### config.mk
export PLATFORM = sky130hd
export DESIGN_NAME = power_up_reset_sequencer
export DESIGN_NICKNAME = d
export VERILOG_FILES = /design/src/design/pwr_seq_pkg.sv /design/src/design/power_up_reset_sequencer.sv
export SDC_FILE = /design/constraint.sdc
export NUM_CORES = 1
export LEC_CHECK = 0
export BUFFER_PORTS_ARGS = -buffer_cell sky130_fd_sc_hd__buf_2
export CAP_MARGIN = 30
export CORE_MARGIN = 10
export CORE_UTILIZATION = 56
export CTS_BUF_LIST = sky130_fd_sc_hd__clkbuf_8
export DETAILED_ROUTE_END_ITERATION = 8
export GPL_TIMING_DRIVEN = 1
export PLACE_DENSITY = 0.73
export SLEW_MARGIN = 20
export SYNTH_ARGS = -nofsm -noshare
export SYNTH_HDL_FRONTEND = slang
export SYNTH_SLANG_ARGS = --single-unit
### constraint.sdc
create_clock -name clk_i -period 3.9 [get_ports clk_i]
set_clock_uncertainty 0.2 [all_clocks]
set_input_delay 0.39 -clock clk_i [delete_from_list [all_inputs] [get_ports clk_i]]
set_output_delay 0.39 -clock clk_i [all_outputs]
set_load 0.005 [all_outputs]
### src/design/pwr_seq_pkg.sv
// shared constants and carrier types for the power-up reset sequencer
package pwr_seq_pkg;
  // oscillator period and documented delays, all in nanoseconds
  localparam int unsigned CLK_PERIOD_NS = 10;
  localparam int unsigned T_CORE_SETTLE_NS = 5000;
  localparam int unsigned T_KEY_FILTER_NS = 12700000;
  localparam int unsigned T_POR_DELAY_NS = 128000;
  localparam int unsigned T_VCC_UV_FILTER_NS = 10000;
  // cycle counts derived from the delays
  localparam int unsigned CORE_SETTLE_CYCLES = T_CORE_SETTLE_NS / CLK_PERIOD_NS;
  localparam int unsigned KEY_FILTER_CYCLES = T_KEY_FILTER_NS / CLK_PERIOD_NS;
  localparam int unsigned POR_DELAY_CYCLES = T_POR_DELAY_NS / CLK_PERIOD_NS;
  localparam int unsigned VCC_UV_FILTER_CYCLES = T_VCC_UV_FILTER_NS / CLK_PERIOD_NS;
  localparam int unsigned CNT_W = 32;
  localparam logic [CNT_W-1:0] CNT_ONE = 32'h1;
  localparam logic [CNT_W-1:0] CNT_ZERO = 32'h0;

  // sequencer states
  typedef enum logic [2:0] {
    ST_OFF = 3'h0,
    ST_CORE_WAIT = 3'h1,
    ST_KEY_FILTER = 3'h2,
    ST_PREREG_UP = 3'h3,
    ST_SUPPLY_UP = 3'h4,
    ST_POR_TIMING = 3'h5,
    ST_RUN = 3'h6,
    ST_OV_OFF = 3'h7
  } seq_state_type;

  // comparator and key levels from the analog section
  typedef struct packed {
    logic key;
    logic prereg_ok;
    logic vcc_por_ok;
    logic vcc_uv;
    logic battery_ov;
  } sense_type;

  localparam int unsigned SENSE_W = $bits(sense_type);
  localparam logic [SENSE_W-1:0] SENSE_RST = 5'h0;

  // enables towards bias, core, regulators and drivers
  typedef struct packed {
    logic bias;
    logic core_osc;
    logic prereg;
    logic vcc;
    logic sensor;
    logic drivers;
  } supply_en_type;

  localparam supply_en_type SUPPLY_EN_RST = 6'h0;
endpackage

### src/design/power_up_reset_sequencer.sv
// power-up sequencer, supply enables and mcu reset generator
`timescale 1ns/1ns
module power_up_reset_sequencer #(
  parameter int unsigned KEY_FILTER_CYCLES = pwr_seq_pkg::KEY_FILTER_CYCLES,
  parameter int unsigned POR_DELAY_CYCLES = pwr_seq_pkg::POR_DELAY_CYCLES
) (
  input wire logic clk_i,
  input wire logic rstn_i,
  input wire pwr_seq_pkg::sense_type sense_i,
  input wire logic sensor_supply_sw_en_i,
  input wire logic watchdog_timeout_i,
  input wire logic mcu_reset_n_in_i,
  output pwr_seq_pkg::supply_en_type supply_en_o,
  output logic core_power_good_n_o,
  output logic mcu_reset_n_out_o,
  output logic mcu_reset_oe_o
);

  // counts that the counter compare cannot serve
  if (KEY_FILTER_CYCLES < 1 || POR_DELAY_CYCLES < 1) begin : g_bad_param
    $error("delay parameters must be at least one cycle");
  end

  logic rst_meta_reg;
  logic rst_sync_reg;
  logic rst_n;
  logic [pwr_seq_pkg::SENSE_W-1:0] s1_reg, s2_reg, s3_reg, flt_reg;
  pwr_seq_pkg::sense_type sense;
  pwr_seq_pkg::seq_state_type state_reg, state_next;
  logic [pwr_seq_pkg::CNT_W-1:0] cnt_reg, cnt_next;
  logic [pwr_seq_pkg::CNT_W-1:0] uv_cnt_reg;
  logic uv_event;
  pwr_seq_pkg::supply_en_type en_next;

  // reset release through two flops, assertion stays asynchronous
  always_ff @(posedge clk_i or negedge rstn_i) begin
    if (!rstn_i) begin
      rst_meta_reg <= 1'b0;
      rst_sync_reg <= 1'b0;
    end else begin
      rst_meta_reg <= 1'b1;
      rst_sync_reg <= rst_meta_reg;
    end
  end
  assign rst_n = rst_sync_reg;

  // three-flop pin sampling; a level counts once stages two and three agree
  always_ff @(posedge clk_i or negedge rst_n) begin
    if (!rst_n) begin
      s1_reg <= pwr_seq_pkg::SENSE_RST;
      s2_reg <= pwr_seq_pkg::SENSE_RST;
      s3_reg <= pwr_seq_pkg::SENSE_RST;
      flt_reg <= pwr_seq_pkg::SENSE_RST;
    end else begin
      s1_reg <= sense_i;
      s2_reg <= s1_reg;
      s3_reg <= s2_reg;
      flt_reg <= (s2_reg & s3_reg) | (flt_reg & (s2_reg | s3_reg));
    end
  end
  assign sense = flt_reg;

  // undervoltage must persist past the filter time before it counts
  always_ff @(posedge clk_i or negedge rst_n) begin
    if (!rst_n) begin
      uv_cnt_reg <= pwr_seq_pkg::CNT_ZERO;
    end else if (sense.vcc_uv && state_reg == pwr_seq_pkg::ST_RUN) begin
      if (uv_cnt_reg <= pwr_seq_pkg::VCC_UV_FILTER_CYCLES) begin
        uv_cnt_reg <= uv_cnt_reg + pwr_seq_pkg::CNT_ONE;
      end
    end else begin
      uv_cnt_reg <= pwr_seq_pkg::CNT_ZERO;
    end
  end
  assign uv_event = uv_cnt_reg > pwr_seq_pkg::VCC_UV_FILTER_CYCLES;

  // sequencer; key loss takes priority over every step, overvoltage over every step from pre-regulator start on
  always_comb begin
    state_next = state_reg;
    cnt_next = cnt_reg + pwr_seq_pkg::CNT_ONE;
    if (!sense.key) begin
      state_next = pwr_seq_pkg::ST_OFF;
      cnt_next = pwr_seq_pkg::CNT_ZERO;
    end else if (sense.battery_ov && state_reg inside {pwr_seq_pkg::ST_PREREG_UP,
                 pwr_seq_pkg::ST_SUPPLY_UP, pwr_seq_pkg::ST_POR_TIMING,
                 pwr_seq_pkg::ST_RUN, pwr_seq_pkg::ST_OV_OFF}) begin
      // early steps keep their timers; leaving them would skip the key filter
      state_next = pwr_seq_pkg::ST_OV_OFF;
      cnt_next = pwr_seq_pkg::CNT_ZERO;
    end else begin
      case (state_reg)
        pwr_seq_pkg::ST_OFF: begin
          state_next = pwr_seq_pkg::ST_CORE_WAIT;
          cnt_next = pwr_seq_pkg::CNT_ZERO;
        end
        pwr_seq_pkg::ST_CORE_WAIT: begin
          if (cnt_reg >= pwr_seq_pkg::CORE_SETTLE_CYCLES - 1) begin
            state_next = pwr_seq_pkg::ST_KEY_FILTER;
            cnt_next = pwr_seq_pkg::CNT_ZERO;
          end
        end
        pwr_seq_pkg::ST_KEY_FILTER: begin
          if (cnt_reg >= KEY_FILTER_CYCLES - 1) begin
            if (sense.battery_ov) begin
              cnt_next = cnt_reg;
            end else begin
              state_next = pwr_seq_pkg::ST_PREREG_UP;
              cnt_next = pwr_seq_pkg::CNT_ZERO;
            end
          end
        end
        pwr_seq_pkg::ST_PREREG_UP: begin
          if (sense.prereg_ok) begin
            state_next = pwr_seq_pkg::ST_SUPPLY_UP;
          end
          cnt_next = pwr_seq_pkg::CNT_ZERO;
        end
        pwr_seq_pkg::ST_SUPPLY_UP: begin
          if (sense.vcc_por_ok) begin
            state_next = pwr_seq_pkg::ST_POR_TIMING;
          end
          cnt_next = pwr_seq_pkg::CNT_ZERO;
        end
        pwr_seq_pkg::ST_POR_TIMING: begin
          // vcc dropping below por restarts the full delay
          if (!sense.vcc_por_ok) begin
            cnt_next = pwr_seq_pkg::CNT_ZERO;
          end else if (cnt_reg >= POR_DELAY_CYCLES - 1) begin
            state_next = pwr_seq_pkg::ST_RUN;
            cnt_next = pwr_seq_pkg::CNT_ZERO;
          end
        end
        pwr_seq_pkg::ST_RUN: begin
          cnt_next = pwr_seq_pkg::CNT_ZERO;
          if (uv_event || watchdog_timeout_i) begin
            state_next = pwr_seq_pkg::ST_POR_TIMING;
          end
        end
        pwr_seq_pkg::ST_OV_OFF: begin
          // supplies restart from the pre-regulator once overvoltage clears
          cnt_next = pwr_seq_pkg::CNT_ZERO;
          state_next = pwr_seq_pkg::ST_PREREG_UP;
        end
        default: begin
          state_next = pwr_seq_pkg::ST_OFF;
          cnt_next = pwr_seq_pkg::CNT_ZERO;
        end
      endcase
    end
  end

  // state and delay counter
  always_ff @(posedge clk_i or negedge rst_n) begin
    if (!rst_n) begin
      state_reg <= pwr_seq_pkg::ST_OFF;
      cnt_reg <= pwr_seq_pkg::CNT_ZERO;
    end else begin
      state_reg <= state_next;
      cnt_reg <= cnt_next;
    end
  end

  // enable decode from the next state so outputs leave flops aligned
  always_comb begin
    en_next.bias = state_next != pwr_seq_pkg::ST_OFF;
    en_next.core_osc = en_next.bias && state_next != pwr_seq_pkg::ST_CORE_WAIT;
    en_next.prereg = state_next inside {pwr_seq_pkg::ST_PREREG_UP, pwr_seq_pkg::ST_SUPPLY_UP,
                                        pwr_seq_pkg::ST_POR_TIMING, pwr_seq_pkg::ST_RUN};
    en_next.vcc = state_next inside {pwr_seq_pkg::ST_SUPPLY_UP, pwr_seq_pkg::ST_POR_TIMING,
                                     pwr_seq_pkg::ST_RUN};
    en_next.sensor = en_next.vcc && sensor_supply_sw_en_i;
    en_next.drivers = state_next == pwr_seq_pkg::ST_RUN;
  end

  // registered outputs; the reset pin only ever pulls low
  always_ff @(posedge clk_i or negedge rst_n) begin
    if (!rst_n) begin
      supply_en_o <= pwr_seq_pkg::SUPPLY_EN_RST;
      core_power_good_n_o <= 1'b0;
      mcu_reset_n_out_o <= 1'b0;
      mcu_reset_oe_o <= 1'b1;
    end else begin
      supply_en_o <= en_next;
      core_power_good_n_o <= en_next.core_osc;
      mcu_reset_n_out_o <= 1'b0;
      mcu_reset_oe_o <= state_next != pwr_seq_pkg::ST_RUN;
    end
  end

  // checks on the sequence
  a_ov_all_off: assert property (@(posedge clk_i) disable iff (!rst_n)
    sense.battery_ov && sense.key |=> !supply_en_o.prereg && !supply_en_o.vcc && !supply_en_o.drivers)
    else $error("supplies on during overvoltage");
  a_por_release: assert property (@(posedge clk_i) disable iff (!rst_n)
    $fell(mcu_reset_oe_o) |-> $past(state_reg) == pwr_seq_pkg::ST_POR_TIMING
    && $past(cnt_reg) == POR_DELAY_CYCLES - 1 && $past(sense.vcc_por_ok))
    else $error("reset released outside por timing");
  a_por_held_low: assert property (@(posedge clk_i) disable iff (!rst_n)
    state_reg == pwr_seq_pkg::ST_POR_TIMING && cnt_reg < POR_DELAY_CYCLES - 1 |=> mcu_reset_oe_o)
    else $error("reset released before por delay");
  a_uv_reset: assert property (@(posedge clk_i) disable iff (!rst_n)
    state_reg == pwr_seq_pkg::ST_RUN && uv_event && sense.key && !sense.battery_ov
    |=> mcu_reset_oe_o && state_reg == pwr_seq_pkg::ST_POR_TIMING)
    else $error("undervoltage did not assert reset");
  a_sensor_follow: assert property (@(posedge clk_i) disable iff (!rst_n)
    supply_en_o.sensor |-> supply_en_o.vcc && $past(sensor_supply_sw_en_i))
    else $error("sensor supply on while disabled");
  a_key_bias: assert property (@(posedge clk_i) disable iff (!rst_n)
    state_reg == pwr_seq_pkg::ST_OFF && sense.key |=> supply_en_o.bias ##0 !core_power_good_n_o)
    else $error("key did not enable bias");
  a_core_delay: assert property (@(posedge clk_i) disable iff (!rst_n)
    $rose(core_power_good_n_o) |-> $past(cnt_reg) == pwr_seq_pkg::CORE_SETTLE_CYCLES - 1)
    else $error("core released at wrong time");
  a_key_filter: assert property (@(posedge clk_i) disable iff (!rst_n)
    $rose(supply_en_o.prereg) && $past(state_reg) == pwr_seq_pkg::ST_KEY_FILTER
    |-> $past(cnt_reg) == KEY_FILTER_CYCLES - 1)
    else $error("pre-regulator enabled early");
  a_vcc_after_pp: assert property (@(posedge clk_i) disable iff (!rst_n)
    $rose(supply_en_o.vcc) |-> $past(sense.prereg_ok) && supply_en_o.prereg)
    else $error("vcc enabled without pre-regulator good");
  a_wdog_pulse: assert property (@(posedge clk_i) disable iff (!rst_n)
    state_reg == pwr_seq_pkg::ST_RUN && watchdog_timeout_i && sense.key |=> mcu_reset_oe_o [*2])
    else $error("watchdog timeout gave no reset");

  c_reach_run: cover property (@(posedge clk_i) disable iff (!rst_n)
    $fell(mcu_reset_oe_o));
  c_uv_event: cover property (@(posedge clk_i) disable iff (!rst_n)
    state_reg == pwr_seq_pkg::ST_RUN && uv_event);
  c_ov_off: cover property (@(posedge clk_i) disable iff (!rst_n)
    state_reg == pwr_seq_pkg::ST_OV_OFF);
  c_pin_released: cover property (@(posedge clk_i) disable iff (!rst_n)
    !mcu_reset_oe_o && mcu_reset_n_in_i);

endmodule // power_up_reset_sequencer

# After elaboration in Yosys (flattened, before gate mapping)
# Index checks and enable logic that the tools add are counted.
[classes] addsub=2 n_bitwise=4 reduce_logical=11 mux=21 order_cmp=5 eq_ne=15
[op_table] op="32-bit two-way mux" n=9
[op_table] op="32-bit one-hot mux with 4 select lines" n=1
[op_table] op="32-bit by 1-bit adder with 32-bit output (second input constant)" n=2
[op_table] op="32-bit by 14-bit >= comparator with 1-bit output (second input constant)" n=1
[op_table] op="32-bit by 21-bit >= comparator with 1-bit output (second input constant)" n=1
[op_table] op="32-bit by 9-bit >= comparator with 1-bit output (second input constant)" n=1
[op_table] op="32-bit by 10-bit greater-than comparator with 1-bit output (second input constant)" n=1
[op_table] op="32-bit by 10-bit less-or-equal comparator with 1-bit output (second input constant)" n=1
[op_table] op="3-bit two-way mux" n=10
[op_table] op="3-bit one-hot mux with 8 select lines" n=1
[op_table] op="3-bit == test (second input constant)" n=7
[op_table] op="5-bit AND" n=2
[op_table] op="5-bit OR" n=2
[op_table] op="3-bit by 2-bit == test with 1-bit output (second input constant)" n=3
[op_table] op="3-bit nonzero test" n=2
[op_table] op="5-bit inequality test (second input constant)" n=1
[op_table] op="5-bit nonzero test" n=1
[op_table] op="5-bit OR reduction" n=1
[op_table] op="1-bit logical AND" n=4
[op_table] op="4-bit nonzero test" n=1
[op_table] op="3-bit by 1-bit == test with 1-bit output (second input constant)" n=1
[op_table] op="3-bit zero test" n=1
[op_table] op="3-bit by 1-bit inequality test with 1-bit output (second input constant)" n=1
[op_table] op="3-bit inequality test (second input constant)" n=1
[op_table] op="2 further kinds" n=2
[word_totals] out_inout_bits=9 in_bits=10 ff_bits=96 word_cells=74

# Longest topological paths before layout
# Gate-level depths: netlist of run 1.
[logic_depth] ltp_word=9 ltp_mapped=9 depth_no_buf=8

# Least setup slack after synthesis of run 1
# Ideal clock, no wire load.
[synth_timing] path_type="reg-to-reg" startpoint="register cnt_reg[0] in the netlist's numbering" endpoint="register cnt_reg[20] in the netlist's numbering" path_stages_with_launch=8 arrival_ps=2191 setup_time_ps=121 path_buffers=0 synth_period_minus_slack_ps=2512 setup_slack_ps=1388 required_time_ps=3579 cell_sequence="dfrtp_1 ha_1 and3_2 nand4_4 or4_4 or3_1 a31o_1 o2bb2ai_1"
[synth_between] elab_chain_cells=6 word_cells_on_any_way=12
[synth_rtl] element="from (decl)" line_no="power_up_reset_sequencer.sv:30" rtl="logic [pwr_seq_pkg::CNT_W-1:0] cnt_reg, cnt_next;"
[synth_rtl] element="from (signal assigned)" line_no="power_up_reset_sequencer.sv:156" rtl="cnt_reg <= pwr_seq_pkg::CNT_ZERO;"
[synth_rtl] element="from (signal assigned)" line_no="power_up_reset_sequencer.sv:159" rtl="cnt_reg <= cnt_next;"
[synth_rtl] element="32-bit by 1-bit adder with 32-bit output / 32-bit by 14-bit >= comparator with 1-bit output (equally long branches)" line_no="power_up_reset_sequencer.sv:80, power_up_reset_sequencer.sv:128"
[synth_rtl] element="32-bit two-way mux" line_no="power_up_reset_sequencer.sv:128" rtl="end else if (cnt_reg >= POR_DELAY_CYCLES - 1) begin"
[synth_rtl] element="32-bit two-way mux" line_no="power_up_reset_sequencer.sv:126" rtl="if (!sense.vcc_por_ok) begin"
[synth_rtl] element="32-bit one-hot mux with 4 select lines" line_no="power_up_reset_sequencer.sv:91" rtl="case (state_reg)"
[synth_rtl] element="32-bit two-way mux" line_no="power_up_reset_sequencer.sv:84" rtl="end else if (sense.battery_ov && state_reg inside {pwr_seq_pkg::ST_PREREG_UP,"
[synth_rtl] element="32-bit two-way mux" line_no="power_up_reset_sequencer.sv:81" rtl="if (!sense.key) begin"
# Several ways; a longest one is shown, not always the timed one.
# A chain may end at the register's enable or synchronous reset.

# Worst setup path in the final report of run 1
[layout_timing] startpoint="register cnt_reg[12] in the netlist's numbering" endpoint="register cnt_reg[10] in the netlist's numbering"
[layout_between] elab_chain_cells=6 word_cells_on_any_way=11
[layout_rtl] element="32-bit by 14-bit >= comparator with 1-bit output" line_no="power_up_reset_sequencer.sv:128"
[layout_rtl] element="32-bit two-way mux" line_no="power_up_reset_sequencer.sv:128"
[layout_rtl] element="32-bit two-way mux" line_no="power_up_reset_sequencer.sv:126"
[layout_rtl] element="32-bit one-hot mux with 4 select lines" line_no="power_up_reset_sequencer.sv:91"
[layout_rtl] element="32-bit two-way mux" line_no="power_up_reset_sequencer.sv:84"
[layout_rtl] element="32-bit two-way mux" line_no="power_up_reset_sequencer.sv:81"
# Several ways; a longest one is shown, not always the timed one.

==> run summary, run 1 <==
cell area after synthesis: 0.00442 mm²
post-synthesis compound-gate area fraction: 13.5%
DRT Wirelength: 8480 µm
final hold vios: 0
Syn Nets: 433
Final period util: 83.2%
mux cell area share after synthesis: 0.227%
multi-input logic area: 0.00183 mm²
Clk Latency, worst-skew pair: 0.38 ns
Clock transition at path regs: 0.10 ns
clock sink count: 96
delay-heaviest family, CP: compound AO/OA/AOI/OAI gates
root buffer cell: clkbuf_8
design area: 0.00486 mm²
largest net degree at the start of global routing: 73
Rows: 32
Routed WL per cell: 15.5 µm
Die Footprint: 0.0118 mm²
final setup violation count: 0
Top FF cell, synth: dfrtp_1
crit-path max cell delay: 0.66 ns
postcts setup bufs: 0
worst-case clock buffer depth: 2
CP Capture Type: flop
worst path cell trace: or4_4 > a211oi_2 > o221ai_2 > o22ai_2 > nand2_2 > o31ai_1
P_leak: 2.12 nW
total CTS buffers: 9
post-synthesis xor/xnor area fraction: 1.59%
data arrival time of the critical path: 3.32 ns
fraction of registers with async set/reset: 100%
flops & latches, synth: 96
Final Power: 1.78 mW
RePlAce Congestion: 0.869
Worst setup SP type: flop
Die Ht: 109 µm
H-Tree Level Count: 3
Post-synth EDFFs: 0
critical path class: flop to flop
pwr dens: 366 mW/mm²
status: finished clean
vias in the first global route: 3189
IO Pins: 19
core area: 0.00769 mm²
critical path's slowest cell: o22ai_2
Core Util, Final: 63.2%
CTS tree: yes
highest-count cells in the layout ignoring fill and taps: 94 x dfrtp_1, 33 x nand2_1, 28 x nor2_1
CTS Hold Buffers Added: 6
drc violations: 0
post-DP HPWL: 5660 µm
register area share after synthesis: 54.4%
hold crit path type: primary input to flop
Yosys Warn Count: 0
Post-Route Setup TNS: 0 ns
Area Growth Syn to Fin: 10.0%
RSZ-0062 raised after global routing: no
via count: 3213
Worst Max-Slew Pin Slew: 0.750 ns
CP Max Fanout: 17
Slew Limit Fails: 0
slew margin rel.: 49.6%
grt ovf: 0
Post-Synth Simple-Gate Area: 24.1%
most common cell after layout, fill and taps aside: dfrtp_1
Synth Area in Adders: 1.98%
min cycle time layout: 3.24 ns
WP buf/inv: 0
PortBufs: 16
Via density: 5.87
hold_sp: sensor_supply_sw_en_i
post_cts resized: 0
Req. time, crit path: 3.98 ns
fmax: 308 MHz
DRT Pass-1 Iters: 4
Register Area: 0.00241 mm²
reg2reg start: cnt_reg[12]$_DFFE_PN0P_
Initial Utilization: 57.4%
post-placement cell area: 0.00455 mm²
Netlist cell types: 65
share of layout cells above drive strength 1: 13.9%
Antenna diodes: 0
Die Wd: 109 µm
Max Cap Viol: 0
final net count: 453
Syn Area/Cell: 10.5 µm²
VDD IR max: 0.000279 V
largest family of logic cells by synthesized area: simple AND/OR/NAND/NOR gates
first-pass GRT wire length: 14900 µm
post-route ant nets: 0
Fill cells: 646
1st-iter DRT viols: 133
Critical Path Start: cnt_reg[12]$_DFFE_PN0P_
initial antenna violation count: 0
All-Layer GR Usage: 15.5%
Gate Count Post-Synth: 420
[path summary, 6_finish.rpt]
kind / to / slack, ns / cells after the start
hold reg to reg: mcu_reset_oe_o$_DFF_PN1_ / 0.13 / 0
hold / removal: supply_en_o[1]$_DFF_PN0_ / 0.06 / 2
max in group asynchronous: supply_en_o[1]$_DFF_PN0_ / 2.66 / 1
min in group asynchronous: rst_n$_DFF_PN0_ / 0.12 / 2
setup / recovery: cnt_reg[10]$_DFFE_PN0P_ / 0.66 / 6
setup reg to reg: cnt_reg[10]$_DFFE_PN0P_ / 0.66 / 6
[metrics by stage]
step / hold slack, ns / cells / setup slack [ns]
floorplan: -0.106 / 420 / 0.830
global placement: -0.0252 / 522 / 0.726
detailed placement: -0.0208 / 522 / 0.673
CTS: 0.0448 / 544 / 0.658
global route: 0.0376 / 547 / 0.461
finish: 0.0602 / 547 / 0.655
[cell usage after synthesis, types with 6 or more instances]
cell,count,area share [%]
dfrtp_1,95,54
nand2_1,33,2.8
nor2_1,28,2.4
and2_1,23,3.3
nand3_1,22,2.5
inv_1,18,1.5
and3_1,17,2.4
nor4_1,14,2.0
nor3_1,12,1.4
clkbuf_1,10,0.85
a21oi_1,8,0.91
nand4_1,8,1.1
o211ai_1,8,1.4
o21ai_0,8,0.91
xnor2_1,8,1.6
a31oi_1,7,0.99
a41oi_1,6,1.2
[layout make-up]
class,count,area share [%]
clock inverters,6,1.21
repair buffers,30,4.64
well taps,102,2.63
flip-flops and latches,96,49.6
multi-input cells,285,37.7
inverters,18,1.39
clock buffers,10,2.83
[where the power goes]
| part | internal [mW] | leakage, nW | switching, mW |
|---|---|---|---|
| clock | 0.266 | 0.0988 | 0.374 |
| combinational | 0.0417 | 0.741 | 0.0650 |
| sequential | 1.01 | 1.28 | 0.0184 |
| total | 1.32 | 2.12 | 0.457 |
[worst register-to-register path, delay by kind of cell (launching register included)]
kind,cells,cell delay [ns]
compound gates,4,1.57
flops,1,0.46
simple gates,2,0.92
[kinds of logic (layout without fill, tap and decap cells)]
group	count (synthesis)	in the layout
fa+ha+maj	8	8
xor+xnor	8	8
flops	96	96
other cells	2	2
compound gates	77	77
buf+inv	39	64
mux	1	1
simple gates	189	189
[metal layers]
metal | global-route usage [%] | vias to the layer above | part of all wire [%]
li1 | - | 1574 | -
met1 | 19.8 | 1586 | 48
met2 | 25.0 | 44 | 48
met3 | 3.89 | 9 | 3.1
met4 | 6.21 | 0 | 1.4
met5 | 0 | - | 0
Power figures use the tool's default switching activity.
==> inputs of run 2 (changes only) <==
==> constraint.sdc (replaced) <==
create_clock -name clk_i -period 3.1 [get_ports clk_i]
set_clock_uncertainty 0.2 [all_clocks]
set_input_delay 0.31 -clock clk_i [delete_from_list [all_inputs] [get_ports clk_i]]
set_output_delay 0.31 -clock clk_i [all_outputs]
set_load 0.005 [all_outputs]
==> run summary, run 2 (same netlist as run 1, synthesis figures left out) <==
status: finished clean
Req. time, crit path: 3.17 ns (-0.81 ns)
PortBufs: 16 (unchanged)
placed cell count: 526 (+0.77%)
most common cell after layout, fill and taps aside: dfrtp_1
hold crit path type: primary input to asynchronous set/reset pin
total CTS buffers: 9 (unchanged)
Die Wd: 109 µm (unchanged)
Worst setup SP type: flop
Die Footprint: 0.0118 mm² (unchanged)
worst-case clock buffer depth: 2 (unchanged)
vias in the first global route: 3085 (-3.3%)
critical path class: flop to flop
min cycle time layout: 2.81 ns (-0.437 ns)
initial antenna violation count: 0 (unchanged)
postcts setup bufs: 0 (unchanged)
Slew Limit Fails: 0 (unchanged)
Routed WL per cell: 15.5 µm (-0.31%)
RSZ-0062 raised after global routing: no
Final period util: 90.6% (+7.4 points)
Core Util, Final: 63.4% (+0.18 points)
clock sink count: 96 (unchanged)
final hold vios: 0 (unchanged)
fmax: 356 MHz (+16%)
first-pass GRT wire length: 14500 µm (-2.7%)
worst path cell trace: ha_1 > or3_1 > a311oi_2 > a31oi_1 > o22ai_2 > nand2_2 > o31ai_1
data arrival time of the critical path: 2.88 ns (-0.44 ns)
post-DP HPWL: 5670 µm (+0.27%)
worst hold margin: 0.0602 ns (+0.0000351 ns)
post-route ant nets: 0 (unchanged)
drc violations: 0 (unchanged)
highest-count cells in the layout ignoring fill and taps: 94 x dfrtp_1, 33 x nand2_1, 28 x nor2_1
Initial Utilization: 57.4% (unchanged)
critical path's slowest cell: dfrtp_1
Die Ht: 109 µm (unchanged)
CP Max Fanout: 12 (-5)
slew margin rel.: 48.9% (-0.74 points)
DRT Wirelength: 8480 µm (about the same)
final net count: 455 (+0.44%)
Rows: 32 (unchanged)
Finished Layout Cells: 549 (+0.37%)
worst r2r path cells: 7 (+1)
Post-Route Setup TNS: 0 ns (unchanged)
Reg2Reg Setup Slack: 0.29 ns (-0.36 ns)
reg2reg start: cnt_reg[0]$_DFFE_PN0P_
RePlAce Congestion: 0.891 (+2.5%)
CP Capture Type: flop
Clock transition at path regs: 0.10 ns (about the same)
Clk Latency, worst-skew pair: 0.37 ns (about the same)
pwr dens: 458 mW/mm² (+25%)
Area Growth Syn to Fin: 10.3%
grt ovf: 0 (unchanged)
Max Cap Viol: 0 (unchanged)
Antenna diodes: 0 (unchanged)
core area: 0.00769 mm² (unchanged)
All-Layer GR Usage: 15.2% (-0.38 points)
1st-iter DRT viols: 187 (+41%)
root buffer cell: clkbuf_8
P_leak: 2.13 nW (+0.41%)
DRT Pass-1 Iters: 4 (unchanged)
share of layout cells above drive strength 1: 14.5% (+0.61 points)
IO Pins: 19 (unchanged)
Via density: 5.90 (+0.47%)
CTS tree: yes
final setup violation count: 0 (unchanged)
via count: 3240 (+0.84%)
H-Tree Level Count: 3 (unchanged)
VDD IR max: 0.000621 V (+120%)
largest net degree at the start of global routing: 60 (-18%)
RR Endpoint: cnt_reg[6]$_DFFE_PN0P_
Worst Max-Slew Pin Slew: 0.761 ns (+0.0110 ns)
crit-path max cell delay: 0.42 ns (-0.24 ns)
[run 2: cell count changes in the layout (fill, tap and decap cells not counted), sizes merged]
cell,before,now
clkinvlp,1,2
dlygate4sd3,8,7
buf,22,25
inv,22,23
clkinv,1,0
clkbuf,10,9
[run 2: worst max path at each step]
stage	startpoint	to	slack (ns)	cells after the start
3_5_place_dp	cnt_reg[0]$_DFFE_PN0P_	cnt_reg[6]$_DFFE_PN0P_	0.32	7
4_1_cts	cnt_reg[0]$_DFFE_PN0P_	cnt_reg[10]$_DFFE_PN0P_	0.30	7
2_1_floorplan	rst_n$_DFF_PN0_	cnt_reg[0]$_DFFE_PN0P_	0.03	0
5_1_grt	cnt_reg[0]$_DFFE_PN0P_	cnt_reg[6]$_DFFE_PN0P_	0.04	7
6_report	cnt_reg[0]$_DFFE_PN0P_	cnt_reg[6]$_DFFE_PN0P_	0.29	7
3_3_place_gp	cnt_reg[0]$_DFFE_PN0P_	cnt_reg[10]$_DFFE_PN0P_	0.36	7
[run 2: cell type report]
type / count / area [µm²]
Inverter: 18 / 67.6
Fill cell: 632 / 2820
Clock inverter: 7 / 68.8
Timing Repair Buffer: 32 / 243
Tap cell: 102 / 128
Sequential cell: 96 / 2410
Multi-Input combinational cell: 285 / 1830
Clock buffer: 9 / 124
[run 2: report_power, final]
part           total (mW)  switching [mW]  internal [mW]
sequential           1.30          0.0296           1.27
clock               0.793           0.476          0.317
combinational       0.131          0.0748         0.0564
[run 2: timing repair]
item,CTS,global route
gates resized for setup,0,0
endpoints found under the setup margin,0,0
hold buffers,7,0
endpoints found under the hold margin,8,0
[run 2: critical path, delay by kind of cell (launching register included)]
family	cells	cell delay, ns
adders and majority gates	1	0.27
DFF	1	0.42
AOI/OAI and AO/OA	4	1.17
and+or+nand+nor	2	0.65
[run 2: per-stage QoR]
step | instance area, µm² | power [mW] | setup WS (ns)
finish | 4870 | 2.23 | 0.292
global route | 4870 | 2.32 | 0.0384
CTS | 4870 | 2.26 | 0.304
detailed placement | 4610 | 1.45 | 0.323
global placement | 4610 | 1.45 | 0.357
floorplan | 4420 | 1.41 | 0.0297
[run 2: per-layer routing]
layer | GRT usage (%) | vias up | wire length [µm]
met5 | 0 | - | 0
met4 | 5.84 | 0 | 149
met3 | 4.07 | 13 | 281
met2 | 24.6 | 47 | 4180
met1 | 19.0 | 1604 | 3880
li1 | - | 1576 | -
